--- config.mk ---
export PLATFORM = sky130hd
export DESIGN_NAME = fmd_factory_detect
export DESIGN_NICKNAME = d
export VERILOG_FILES = /design/src/fmd_pkg.sv /design/src/fmd_time_decode.sv /design/src/fmd_factory_detect.sv
export SDC_FILE = /design/constraint.sdc
export NUM_CORES = 1
export LEC_CHECK = 0
export BUFFER_PORTS_ARGS = -buffer_cell sky130_fd_sc_hd__buf_2
export CORE_ASPECT_RATIO = 1.75
export CORE_MARGIN = 2
export CORE_UTILIZATION = 65
export CTS_CLUSTER_DIAMETER = 100
export CTS_CLUSTER_SIZE = 30
export DETAILED_ROUTE_END_ITERATION = 10
export PLACE_DENSITY_LB_ADDON = 0.1
export SETUP_SLACK_MARGIN = 0.02
export SLEW_MARGIN = 10
export SYNTH_ARGS = -nofsm -noshare
export SYNTH_HDL_FRONTEND = slang
export SYNTH_SLANG_ARGS = --single-unit
--- constraint.sdc ---
create_clock -name i_clk -period 7.5 [get_ports i_clk]
set_clock_uncertainty 0.2 [all_clocks]
set_input_delay 1.5 -clock i_clk [delete_from_list [all_inputs] [get_ports i_clk]]
set_output_delay 1.5 -clock i_clk [all_outputs]
set_load 0.01 [all_outputs]
--- src/fmd_pkg.sv ---
// Package of constants and types for the factory-mode accessory detector.
package fmd_pkg;

  // ----------------------------------------------------------------------
  // Clock and time units
  // ----------------------------------------------------------------------
  localparam int CLK_HZ        = 50_000_000;
  localparam int CYC_PER_MS    = CLK_HZ / 1000;

  // ----------------------------------------------------------------------
  // Timing code tables, values in milliseconds
  // ----------------------------------------------------------------------
  localparam int ADC_BASE_MS   = 50;
  localparam int ADC_STEP1_MS  = 50;
  localparam int ADC_KNEE_CODE = 3;
  localparam int ADC_STEP2_MS  = 100;
  localparam int ADC_MAX_CODE  = 11;
  localparam int KEY_BASE_MS   = 100;
  localparam int KEY_STEP_MS   = 100;
  localparam int KEY_MAX_CODE  = 9;
  localparam int LKEY_BASE_MS  = 300;
  localparam int LKEY_STEP_MS  = 100;
  localparam int LKEY_MAX_CODE = 12;
  localparam int SWW_BASE_MS   = 10;
  localparam int SWW_STEP_MS   = 20;
  localparam int SWW_MAX_CODE  = 10;
  localparam int TIME_W        = 11;

  // ----------------------------------------------------------------------
  // Register map
  // ----------------------------------------------------------------------
  localparam logic [3:0] ADDR_TIMING = 4'h0;
  localparam logic [3:0] ADDR_STATUS = 4'h1;
  localparam logic [3:0] ADDR_INT    = 4'h2;
  localparam logic [3:0] ADDR_MASK   = 4'h3;
  localparam logic [3:0] ADDR_TIMES  = 4'h4;
  localparam logic [15:0] TIMING_RST = 16'h0000;
  localparam int TF_ADC  = 0;
  localparam int TF_KEY  = 4;
  localparam int TF_LKEY = 8;
  localparam int TF_SWW  = 12;
  localparam int NUM_INT = 3;
  localparam int INT_ENTER  = 0;
  localparam int INT_CHANGE = 1;
  localparam int INT_EXIT   = 2;
  localparam logic [2:0] MASK_RST = 3'h0;

  // ----------------------------------------------------------------------
  // ID resistor classes and switch routes
  // ----------------------------------------------------------------------
  typedef enum logic [2:0] {
    FMD_ID_NONE, FMD_ID_619K, FMD_ID_523K, FMD_ID_301K,
    FMD_ID_255K, FMD_ID_1000K, FMD_ID_1002K, FMD_ID_OTHER
  } fmd_id_t;

  typedef enum logic [1:0] {
    FMD_RT_OPEN, FMD_RT_UART, FMD_RT_USB, FMD_RT_AUDIO
  } fmd_route_t;

endpackage : fmd_pkg

--- src/fmd_time_decode.sv ---
// Decoder of the four 4-bit timing codes into milliseconds.
module fmd_time_decode
  import fmd_pkg::*;
(
  input  wire logic [3:0]        i_adc_code,
  input  wire logic [3:0]        i_key_code,
  input  wire logic [3:0]        i_lkey_code,
  input  wire logic [3:0]        i_sww_code,
  output logic [fmd_pkg::TIME_W-1:0] o_adc_ms,
  output logic [fmd_pkg::TIME_W-1:0] o_key_ms,
  output logic [fmd_pkg::TIME_W-1:0] o_lkey_ms,
  output logic [fmd_pkg::TIME_W-1:0] o_sww_ms,
  output logic [3:0]             o_valid
);
  import fmd_pkg::*;

  // Undefined codes decode to zero with their valid bit low.
  always_comb begin
    o_adc_ms  = '0;
    o_key_ms  = '0;
    o_lkey_ms = '0;
    o_sww_ms  = '0;
    o_valid   = 4'h0;
    if (int'(i_adc_code) <= ADC_KNEE_CODE) begin
      o_adc_ms = TIME_W'(ADC_BASE_MS + ADC_STEP1_MS * int'(i_adc_code));
      o_valid[0] = 1'b1;
    end else if (int'(i_adc_code) <= ADC_MAX_CODE) begin
      o_adc_ms = TIME_W'(ADC_BASE_MS + ADC_STEP1_MS * ADC_KNEE_CODE
                 + ADC_STEP2_MS * (int'(i_adc_code) - ADC_KNEE_CODE));
      o_valid[0] = 1'b1;
    end
    if (int'(i_key_code) <= KEY_MAX_CODE) begin
      o_key_ms = TIME_W'(KEY_BASE_MS + KEY_STEP_MS * int'(i_key_code));
      o_valid[1] = 1'b1;
    end
    if (int'(i_lkey_code) <= LKEY_MAX_CODE) begin
      o_lkey_ms = TIME_W'(LKEY_BASE_MS + LKEY_STEP_MS * int'(i_lkey_code));
      o_valid[2] = 1'b1;
    end
    if (int'(i_sww_code) <= SWW_MAX_CODE) begin
      o_sww_ms = TIME_W'(SWW_BASE_MS + SWW_STEP_MS * int'(i_sww_code));
      o_valid[3] = 1'b1;
    end
  end

endmodule // fmd_time_decode

--- src/fmd_factory_detect.sv ---
// Factory-mode accessory detector: ID class to switch routes and outputs.
// Summary of operation
// - Decode ADC and key press timing codes.
// - Four timing fields; long key, wait decode.
// - Jig with IO supply configures paths automatically.
// - Initial factory setup: no ack, no wait.
// - ID change in factory mode reconfigures directly.
// - Jig output held low in all modes; boot per mode.
// - Removal returns to standard attach flow.
// - Key sensing disabled in factory mode.
// - 619k/523k route UART, jig low, charger Hi-Z.
// - 301k/255k route USB host, close charger FET.
// - UART modes close FET if bus valid then.
// - Audio type 1 only after jig-low entry.
//
// Design decisions made here: the register offsets and the plain strobed port.
module fmd_factory_detect
  import fmd_pkg::*;
(
  input  wire logic              i_clk,
  input  wire logic              i_rst,
  input  wire fmd_pkg::fmd_id_t  i_id_class,
  input  wire logic              i_io_supply,
  input  wire logic              i_bus_supply_input,
  input  wire logic [3:0]        i_addr,
  input  wire logic [15:0]       i_wdata,
  input  wire logic              i_wr,
  input  wire logic              i_rd,
  output logic [15:0]            o_rdata,
  output fmd_pkg::fmd_route_t    o_route,
  output logic                   o_factory,
  output logic                   o_jig_present,
  output logic                   o_boot_request,
  output logic                   o_charger_fet,
  output logic                   o_charger_detect_out_oe,
  output logic                   o_microphone_line_en,
  output logic                   o_key_sense_en,
  output logic                   o_irq
);
  import fmd_pkg::*;

  // ----------------------------------------------------------------------
  // Timing settings
  // ----------------------------------------------------------------------
  logic [15:0]       timing;
  logic [15:0]       next_timing;
  logic [TIME_W-1:0] adc_ms;
  logic [TIME_W-1:0] key_ms;
  logic [TIME_W-1:0] lkey_ms;
  logic [TIME_W-1:0] sww_ms;
  logic [3:0]        t_valid;

  fmd_time_decode u_dec (
    .i_adc_code  (timing[TF_ADC+:4]),
    .i_key_code  (timing[TF_KEY+:4]),
    .i_lkey_code (timing[TF_LKEY+:4]),
    .i_sww_code  (timing[TF_SWW+:4]),
    .o_adc_ms    (adc_ms),
    .o_key_ms    (key_ms),
    .o_lkey_ms   (lkey_ms),
    .o_sww_ms    (sww_ms),
    .o_valid     (t_valid)
  );

  // Each nibble is taken only if its code is defined; a bad code keeps
  // the old setting so the timers never run from an undefined value.
  always_comb begin
    logic [3:0] c;
    c = 4'h0;
    next_timing = timing;
    if (i_wr && i_addr == ADDR_TIMING) begin
      c = i_wdata[TF_ADC+:4];
      if (int'(c) <= ADC_MAX_CODE) next_timing[TF_ADC+:4] = c;
      c = i_wdata[TF_KEY+:4];
      if (int'(c) <= KEY_MAX_CODE) next_timing[TF_KEY+:4] = c;
      c = i_wdata[TF_LKEY+:4];
      if (int'(c) <= LKEY_MAX_CODE) next_timing[TF_LKEY+:4] = c;
      c = i_wdata[TF_SWW+:4];
      if (int'(c) <= SWW_MAX_CODE) next_timing[TF_SWW+:4] = c;
    end
  end

  always_ff @(posedge i_clk or posedge i_rst) begin
    if (i_rst) timing <= TIMING_RST;
    else timing <= next_timing;
  end

  // ----------------------------------------------------------------------
  // Factory mode state machine
  // ----------------------------------------------------------------------
  typedef enum logic [2:0] {
    FMD_S_STD, FMD_S_UART, FMD_S_USB, FMD_S_AUDIO
  } fmd_state_t;

  fmd_state_t state;
  fmd_state_t next_state;
  fmd_id_t    last_id;
  fmd_id_t    next_last_id;
  logic       jig_low_entry;
  logic       next_jig_low_entry;
  logic       boot;
  logic       next_boot;
  logic       fet;
  logic       next_fet;
  logic [2:0] ev;

  function automatic logic is_uart(input fmd_id_t id);
    return id == FMD_ID_619K || id == FMD_ID_523K;
  endfunction
  function automatic logic is_usb(input fmd_id_t id);
    return id == FMD_ID_301K || id == FMD_ID_255K;
  endfunction
  function automatic logic is_aud(input fmd_id_t id);
    return id == FMD_ID_1000K || id == FMD_ID_1002K;
  endfunction

  // A jig is recognised at once, with no wait timer and no read
  // acknowledge, because the processor may still be asleep.
  always_comb begin
    next_state         = state;
    next_last_id       = last_id;
    next_jig_low_entry = jig_low_entry;
    next_boot          = boot;
    next_fet           = fet;
    ev                 = 3'h0;
    case (state)
      FMD_S_STD: begin
        if (i_io_supply && (is_uart(i_id_class) || is_usb(i_id_class))) begin
          next_state   = is_uart(i_id_class) ? FMD_S_UART
                                             : FMD_S_USB;
          next_last_id = i_id_class;
          next_jig_low_entry = 1'b1; // jig output low in all factory modes
          ev[INT_ENTER] = 1'b1;
        end
      end
      default: begin
        if (i_id_class == FMD_ID_NONE || !i_io_supply) begin
          next_state = FMD_S_STD;
          next_last_id = FMD_ID_NONE;
          next_jig_low_entry = 1'b0;
          ev[INT_EXIT] = 1'b1;
        end else if (i_id_class != last_id) begin
          if (is_uart(i_id_class)) begin
            next_state = FMD_S_UART;
            next_last_id = i_id_class;
            ev[INT_CHANGE] = 1'b1;
          end else if (is_usb(i_id_class)) begin
            next_state = FMD_S_USB;
            next_last_id = i_id_class;
            ev[INT_CHANGE] = 1'b1;
          end else if (is_aud(i_id_class) && jig_low_entry) begin
            next_state = FMD_S_AUDIO;
            next_last_id = i_id_class;
            ev[INT_CHANGE] = 1'b1;
          end
          // Any other class leaves the paths as they are.
        end
      end
    endcase
    if (next_state != FMD_S_STD && next_last_id != last_id) begin
      next_boot = (next_last_id == FMD_ID_619K
                   || next_last_id == FMD_ID_301K);
      if (next_state == FMD_S_UART) next_fet = i_bus_supply_input;
      else if (next_state == FMD_S_USB) next_fet = 1'b1;
      else next_fet = 1'b0;
    end else if (next_state == FMD_S_STD) begin
      next_boot = 1'b0;
      next_fet  = 1'b0;
    end
  end

  always_ff @(posedge i_clk or posedge i_rst) begin
    if (i_rst) begin
      state         <= FMD_S_STD;
      last_id       <= FMD_ID_NONE;
      jig_low_entry <= 1'b0;
      boot          <= 1'b0;
      fet           <= 1'b0;
    end else begin
      state         <= next_state;
      last_id       <= next_last_id;
      jig_low_entry <= next_jig_low_entry;
      boot          <= next_boot;
      fet           <= next_fet;
    end
  end

  // ----------------------------------------------------------------------
  // Registered pin outputs
  // ----------------------------------------------------------------------
  fmd_route_t next_route;
  always_comb begin
    case (next_state)
      FMD_S_UART:  next_route = FMD_RT_UART;
      FMD_S_USB:   next_route = FMD_RT_USB;
      FMD_S_AUDIO: next_route = FMD_RT_AUDIO;
      default:     next_route = FMD_RT_OPEN;
    endcase
  end

  // The jig output is held low in every mode, standard mode and reset
  // included; a present jig is signalled by a low level on that pin.
  always_ff @(posedge i_clk or posedge i_rst) begin
    if (i_rst) begin
      o_route                 <= FMD_RT_OPEN;
      o_factory               <= 1'b0;
      o_jig_present           <= 1'b0;
      o_boot_request          <= 1'b0;
      o_charger_fet           <= 1'b0;
      o_charger_detect_out_oe <= 1'b0;
      o_microphone_line_en    <= 1'b0;
      o_key_sense_en          <= 1'b1;
    end else begin
      o_route                 <= next_route;
      o_factory               <= next_state != FMD_S_STD;
      o_jig_present           <= 1'b0;
      o_boot_request          <= next_boot;
      o_charger_fet           <= next_fet;
      o_charger_detect_out_oe <= 1'b0;
      o_microphone_line_en    <= 1'b0;
      o_key_sense_en          <= next_state == FMD_S_STD;
    end
  end

  // ----------------------------------------------------------------------
  // Interrupts and register reads
  // ----------------------------------------------------------------------
  logic [NUM_INT-1:0] int_stat;
  logic [NUM_INT-1:0] next_int_stat;
  logic [NUM_INT-1:0] mask;
  logic [NUM_INT-1:0] next_mask;
  logic [15:0]        next_rdata;

  // An event in the cycle of the clearing read is kept: set wins.
  always_comb begin
    next_int_stat = int_stat;
    if (i_rd && i_addr == ADDR_INT) next_int_stat = '0;
    next_int_stat = next_int_stat | ev;
    next_mask = mask;
    if (i_wr && i_addr == ADDR_MASK) next_mask = i_wdata[NUM_INT-1:0];
    next_rdata = 16'h0000;
    if (i_rd) begin
      if (i_addr == ADDR_TIMING) next_rdata = timing;
      else if (i_addr == ADDR_STATUS)
        next_rdata = {8'h00, t_valid, fet, boot, state[1:0]};
      else if (i_addr == ADDR_INT) next_rdata = {13'h0000, int_stat};
      else if (i_addr == ADDR_MASK) next_rdata = {13'h0000, mask};
      // The four decoded times sit at consecutive slots so that software
      // can see the figure each timer will really run from.
      else if (i_addr == ADDR_TIMES) next_rdata = {5'h00, adc_ms};
      else if (i_addr == ADDR_TIMES + 4'h1) next_rdata = {5'h00, key_ms};
      else if (i_addr == ADDR_TIMES + 4'h2) next_rdata = {5'h00, lkey_ms};
      else if (i_addr == ADDR_TIMES + 4'h3) next_rdata = {5'h00, sww_ms};
    end
  end

  always_ff @(posedge i_clk or posedge i_rst) begin
    if (i_rst) begin
      int_stat <= '0;
      mask     <= MASK_RST;
      o_rdata  <= 16'h0000;
      o_irq    <= 1'b0;
    end else begin
      int_stat <= next_int_stat;
      mask     <= next_mask;
      o_rdata  <= next_rdata;
      o_irq    <= |(next_int_stat & next_mask);
    end
  end
endmodule // fmd_factory_detect

==> results of run 1 <==
==> critical path, stage by stage, from the launching register on <==
cell and delay, ns:
dfrtp_1 0.51, ha_1 0.35, xnor2_1 0.42, inv_1 0.14, fa_1 0.50, inv_1 0.04, ha_1 0.29, ha_1 0.34
fa_1 0.44, xor2_1 0.21, nand3_1 0.12, xnor2_1 0.13, o22ai_1 0.15, nand2_1 0.08, a21boi_1 0.16
==> metal layers <==
| metal | wire length [um] | track usage [%] |
|---|---|---|
| met1 | 4450 | 30.7 |
| met2 | 6510 | 56.1 |
| met3 | 558 | 4.69 |
| met4 | 615 | 17.0 |
| met5 | 0 | 0 |
==> placed cells by master (no fill, tap or decap), drive strengths merged, types with 3 or more instances in the layout <==
cell type	count
xor2	22
a211oi	3
conb	3
xnor2	27
and3	8
nand2	30
o21ai	27
o221ai	3
nor3b	3
nor2	43
a21oi	56
clkinv	3
a31oi	6
nor2b	16
inv	39
nand4	3
clkbuf	5
a221o	3
a21boi	3
a21o	5
nand3b	3
or3	4
o21a	3
o22ai	4
and2	6
o211ai	3
a222oi	3
o31ai	4
nor3	12
dfrtp	51
nand2b	9
nand3	9
fa	7
buf	51
ha	52
a221oi	8
mux2	6
==> kinds of logic (layout without fill, tap and decap cells) <==
logic type | count (synthesis) | after routing
muxes | 9 | 9
DFF | 52 | 52
buffers and inverters | 61 | 98
and+or+nand+nor | 160 | 160
AOI/OAI and AO/OA | 154 | 154
other | 1 | 3
adders and majority gates | 59 | 59
xor gates and xnor gates | 49 | 49
==> power groups by stage <==
stage                     sequential [mW]  clock [mW]  combinational, mW
after detailed placement            0.426           0               1.16
after global placement              0.423           0               1.14
after floorplan                     0.396           0              0.947
after CTS                           0.421       0.247               1.18
after global routing                0.431       0.256               1.32
final                               0.423       0.245               1.19
==> through the flow <==
stage          instances  area, um2  total power [mW]  hold slack, ns
6_report             670       5250              1.85           0.331
5_1_grt              670       5250              2.00           0.362
4_1_cts              670       5250              1.84           0.336
3_5_place_dp         662       5090              1.59           0.319
3_3_place_gp         662       5090              1.56           0.311
2_1_floorplan        547       4870              1.34           0.265
==> worst min path at each step <==
stage               slack (ns)           to   startpoint  cells after the start
detailed placement        0.32  int_stat[0]  int_stat[0]                      1
floorplan                 0.26  int_stat[0]  int_stat[0]                      1
global route              0.36      mask[1]      mask[1]                      1
global placement          0.31  int_stat[0]  int_stat[0]                      1
CTS                       0.34  int_stat[0]  int_stat[0]                      1
finish                    0.33  int_stat[0]  int_stat[0]                      1
==> synthesized netlist by cell type (5+ instances only) <==
master / count / area, um2
dfrtp_1: 51 / 1280
a221oi_1: 7 / 61.3
ha_1: 52 / 651
clkbuf_1: 5 / 18.8
fa_1: 7 / 140
buf_4: 5 / 37.5
a21oi_1: 55 / 275
and3_1: 8 / 50.1
nand3_1: 9 / 45.0
xnor2_1: 27 / 236
a31oi_1: 5 / 31.3
nand2_1: 30 / 113
a21o_1: 5 / 37.5
mux2_2: 6 / 67.6
and2_1: 5 / 31.3
nor2_1: 43 / 161
xor2_1: 22 / 193
nor3_1: 8 / 40.0
o21ai_0: 24 / 120
nand2b_1: 9 / 56.3
nor2b_1: 16 / 100
inv_1: 38 / 143
buf_2: 6 / 30.0
==> flip-flops by register name, indices dropped and copies added, names as in the netlist <==
name            count
o_key_sense_en      1
o_factory           1
o_boot_request      1
last_id             3
mask                3
o_rdata            16
o_route             2
o_irq               1
timing             16
state               3
jig_low_entry       1
o_charger_fet       1
int_stat            3
==> layout make-up <==
class                           count  area (um2)  share of cell area [%]
Inverter                           39         148                    2.81
Tap cell                           86         108                    2.05
Clock buffer                        5         125                    2.38
Sequential cell                    52        1300                    24.8
Clock inverter                      3        33.8                   0.643
Timing Repair Buffer               51         255                    4.86
Multi-Input combinational cell    434        3280                    62.4
==> flow_summary.ini, run 1 <==
[run_status]
outcome = completed

[grt]
grt_max_degree = 53
grt_pass1_wl_um = 19900
grt_pass1_vias = 4345
antenna_found_initial = 0
grt_usage_pct = 30.0
grt_overflow = 0

[clocking]
cts.path.max_buffers = 2
ctsHtreeMaxLevel = 2
cts_inserted_buffers = 5
clkSlewWorstSetupHoldPaths_ns = 0.07
cts_sinks = 52
cts_tree = yes
hold_buffers = 0
ctsResizeCount = 0
clkLatencyLatePin_ns = 0.30
clockRootBuffer = clkbuf_16
cts_setup_buffers = 0

[route]
first_pass_iters = 5
drc_errors = 0
wire_per_inst_um = 18.1
ant_nets = 0
drt-total-wl_um = 12100
via_per_inst = 6.35
num_vias = 4256
drt_iter0_markers = 239

[yosys]
synthArstFlopShare_pct = 100
synth_compound_area_share_pct = 21.5
synthCells = 545
yosysWarnings = 0
ys_seq_elements = 52
yosys.area_share.simple_pct = 18.3
synth_fa_ha_area_share_pct = 16.3
synth_top_family_by_area = compound AO/OA/AOI/OAI gates
synth.area.mux_share_pct = 2.26
synth_flop_cell = dfrtp_1
syn_area_um2 = 4860
synth-edff-count = 0
synth.distinct_cells = 87
syn_area_per_cell_um2 = 8.92
synth.yosys.seq_area_share_pct = 26.8
synthXorXnorAreaFrac_pct = 8.83

[cells_and_area]
drive_gt1_share_pct = 16.3
fillers = 579
fin_util_pct = 72.6
nets = 671
antenna_cells = 0
syn2layout_area_growth_pct = 7.98

[power_and_ir_drop]
combPwrFrac_pct = 64.0
pwr-share-seq_pct = 22.8
p_sw_uw = 855
clkPwrFrac_pct = 13.2
p_int_uw = 998
p_leak_nw = 2.47
netSwitchingFraction_pct = 46.1
power_density_nw_per_um2 = 353
vdd_drop_max_v = 0.000251

[timing]
finalCritPeriodShare_pct = 55.3
layout_setup_ws_ns = 3.35
final.min_clock_period_ns = 4.15
maxSlewViolCount = 0
setup_violations = 0
rsz0062_at_grt = no
slew_headroom_pct = 37.0
setup_tns_ns = 0
hold_viol = 0
fmax_ghz = 0.241
worst_pin_slew_ns = 0.940

[min_path]
hold_class = flip-flop to flip-flop

[worst_setup_path]
crit_path_end_kind = flip-flop
cp.arrival_ns = 4.17
cp_max_fo = 10
startpoint = timing[0]
cp-endpoint = o_rdata[10]
cp_data_required_time_ns = 7.52
reg2reg_setup_slack_ns = 3.35
timing.rr.start = timing[0]
start_kind = flip-flop
path_class = flip-flop to flip-flop
r2r_end = o_rdata[10]
ff2ff_path_depth = 14

[die]
dieArea_um2 = 8220
floorplan.initialDensity_pct = 67.2
die_w_um = 69.4
fp.dieH_um = 118
num_rows = 41
ios = 55
core_um2 = 7230

[placement]
dp_slack_ns = 3.40
hpwl_um = 9420
io_buffers = 51
place_congestion = 0.954

[run]
drv_cap = 0
Power figures use the tool's default switching activity.
==> inputs of run 2 (changes only) <==
CORE_UTILIZATION = 60   (was 65)
clock period = 4.3 ns   (was 7.5 ns; I/O delays follow)
==> run 2 against run 1 <==
Sequential share of layout area is 0.23 points lower. Flip-flop and latch count is the same. Highest routed layer unchanged. Sequential power is 72% higher. Critical endpoint unchanged. Setup slack worse by 3.0 ns. Core utilization fell by 5.5 points. Combinational power up 80%. Largest power group unchanged. Clock power rose by 74%.
==> flow_summary.ini, run 2 (synthesis gave the netlist of run 1 again) <==
[run_status]
outcome = completed

[placement]
placed_cell_area_um2 = 5120
hpwl_um = 9790
place_congestion = 0.909
io_buffers = 51
dp_slack_ns = 0.200
placed_cells = 670

[grt]
grt_pass1_vias = 4236
grt_max_degree = 53
grt_overflow = 0
grt_pass1_wl_um = 19800
antenna_found_initial = 0
grt_usage_pct = 28.8

[die]
floorplan.initialDensity_pct = 61.5
core_um2 = 7910
fp.dieH_um = 123
die_w_um = 72.1
dieArea_um2 = 8870
ios = 55
num_rows = 43

[worst_setup_path]
r2r_end = o_rdata[10]
path_cells = inv_1, ha_1, a21oi_1, xnor2_1, inv_1, fa_1, inv_1, ha_1, ha_1, fa_2, xor2_2, nand3_1, xnor2_1, o22ai_1, nand2_1, a21boi_1
startpoint = timing[2]
cp_data_required_time_ns = 4.33
reg2reg_setup_slack_ns = 0.34
path_class = flip-flop to flip-flop
start_kind = flip-flop
crit_path_end_kind = flip-flop
ff2ff_path_depth = 16
cp_max_fo = 6
slowest_delay_ns = 0.54
crit_slowest_cell = fa_1
cp.arrival_ns = 3.99
timing.rr.start = timing[2]
cp-endpoint = o_rdata[10]

[route]
num_vias = 4206
wire_per_inst_um = 18.3
drt_iter0_markers = 280
drc_errors = 0
first_pass_iters = 5
ant_nets = 0
drt-total-wl_um = 12400
via_per_inst = 6.19

[cells_and_area]
layout_common_cells = 55 x a21oi_1, 52 x ha_1, 51 x buf_2
final_cell_area_um2 = 5300
syn2layout_area_growth_pct = 9.08
reg_top3 = o_rdata (16), timing (16)
fin_util_pct = 67.1
drive_gt1_share_pct = 17.7
stdcell_count = 679
antenna_cells = 0
layout_commonest_cell = a21oi_1
nets = 676

[power_and_ir_drop]
power_density_nw_per_um2 = 621
p_leak_nw = 2.49
vdd_drop_max_v = 0.000393

[min_path]
min_from = int_stat[0]
hold_path_depth = 1
hold_class = flip-flop to flip-flop

[timing]
final.min_clock_period_ns = 3.96
fmax_ghz = 0.253
setup_tns_ns = 0
slew_headroom_pct = 35.1
finalCritPeriodShare_pct = 92.1
setup_violations = 0
hold_viol = 0
maxSlewViolCount = 0
layout_setup_ws_ns = 0.342
rsz0062_at_grt = no
worst_pin_slew_ns = 0.969

[clocking]
cts.path.max_buffers = 2
cts_sinks = 52
clkLatencyLatePin_ns = 0.30
cts_tree = yes
clockRootBuffer = clkbuf_16
hold_buffers = 0
clkSlewWorstSetupHoldPaths_ns = 0.08
cts_inserted_buffers = 5
ctsHtreeMaxLevel = 2

[run]
drv_cap = 0
## run 2: cell types whose count changed in the layout (fill, tap and decap cells not counted), sizes merged
cell      before  now
clkinvlp       0    1
buf           51   56
inv           39   40
clkinv         3    1
## run 2: critical path, delay by kind of cell, from the launching register on
| family | cells | cell delay [ns] |
|---|---|---|
| fa+ha+maj | 5 | 1.82 |
| xor+xnor | 3 | 0.50 |
| compound gates | 3 | 0.49 |
| flops | 1 | 0.41 |
| buf+inv | 3 | 0.26 |
| simple gates | 2 | 0.19 |
## run 2: area by class of cell
cell class	count	area [um2]
Clock buffer	5	125
Clock inverter	3	27.5
Fill cell	675	2610
Inverter	39	146
Multi-Input combinational cell	434	3300
Sequential cell	52	1300
Tap cell	90	113
Timing Repair Buffer	56	293
## run 2: report_power, final
group	switching [mW]	internal, mW	total [mW]
clock	0.205	0.222	0.426
combinational	1.17	0.965	2.14
sequential	0.143	0.586	0.729
## run 2: worst min path at each step
stage / to / slack (ns)
after floorplan: int_stat[0] / 0.26
after global placement: int_stat[0] / 0.30
after detailed placement: int_stat[0] / 0.30
after CTS: int_stat[0] / 0.32
after global routing: int_stat[0] / 0.34
final: int_stat[0] / 0.32
## run 2: metrics by stage
step	power (mW)	hold WS, ns
after detailed placement	2.81	0.302
after global placement	2.73	0.300
after CTS	3.25	0.320
after global routing	3.57	0.339
final	3.29	0.320
after floorplan	2.34	0.265
## run 2: what timing repair did
item	in CTS	in global routing
setup buffers	0	1
hold endpoints to repair	0	0
gates resized for setup	0	4
setup endpoints to repair	0	2
## run 2: metal layers
layer,vias to the layer above,track usage (%),routed length [um]
li1,2039,-,-
met1,2017,29.0,4550
met2,111,54.9,6850
met3,39,3.75,443
met4,0,16.7,576
met5,-,0,0
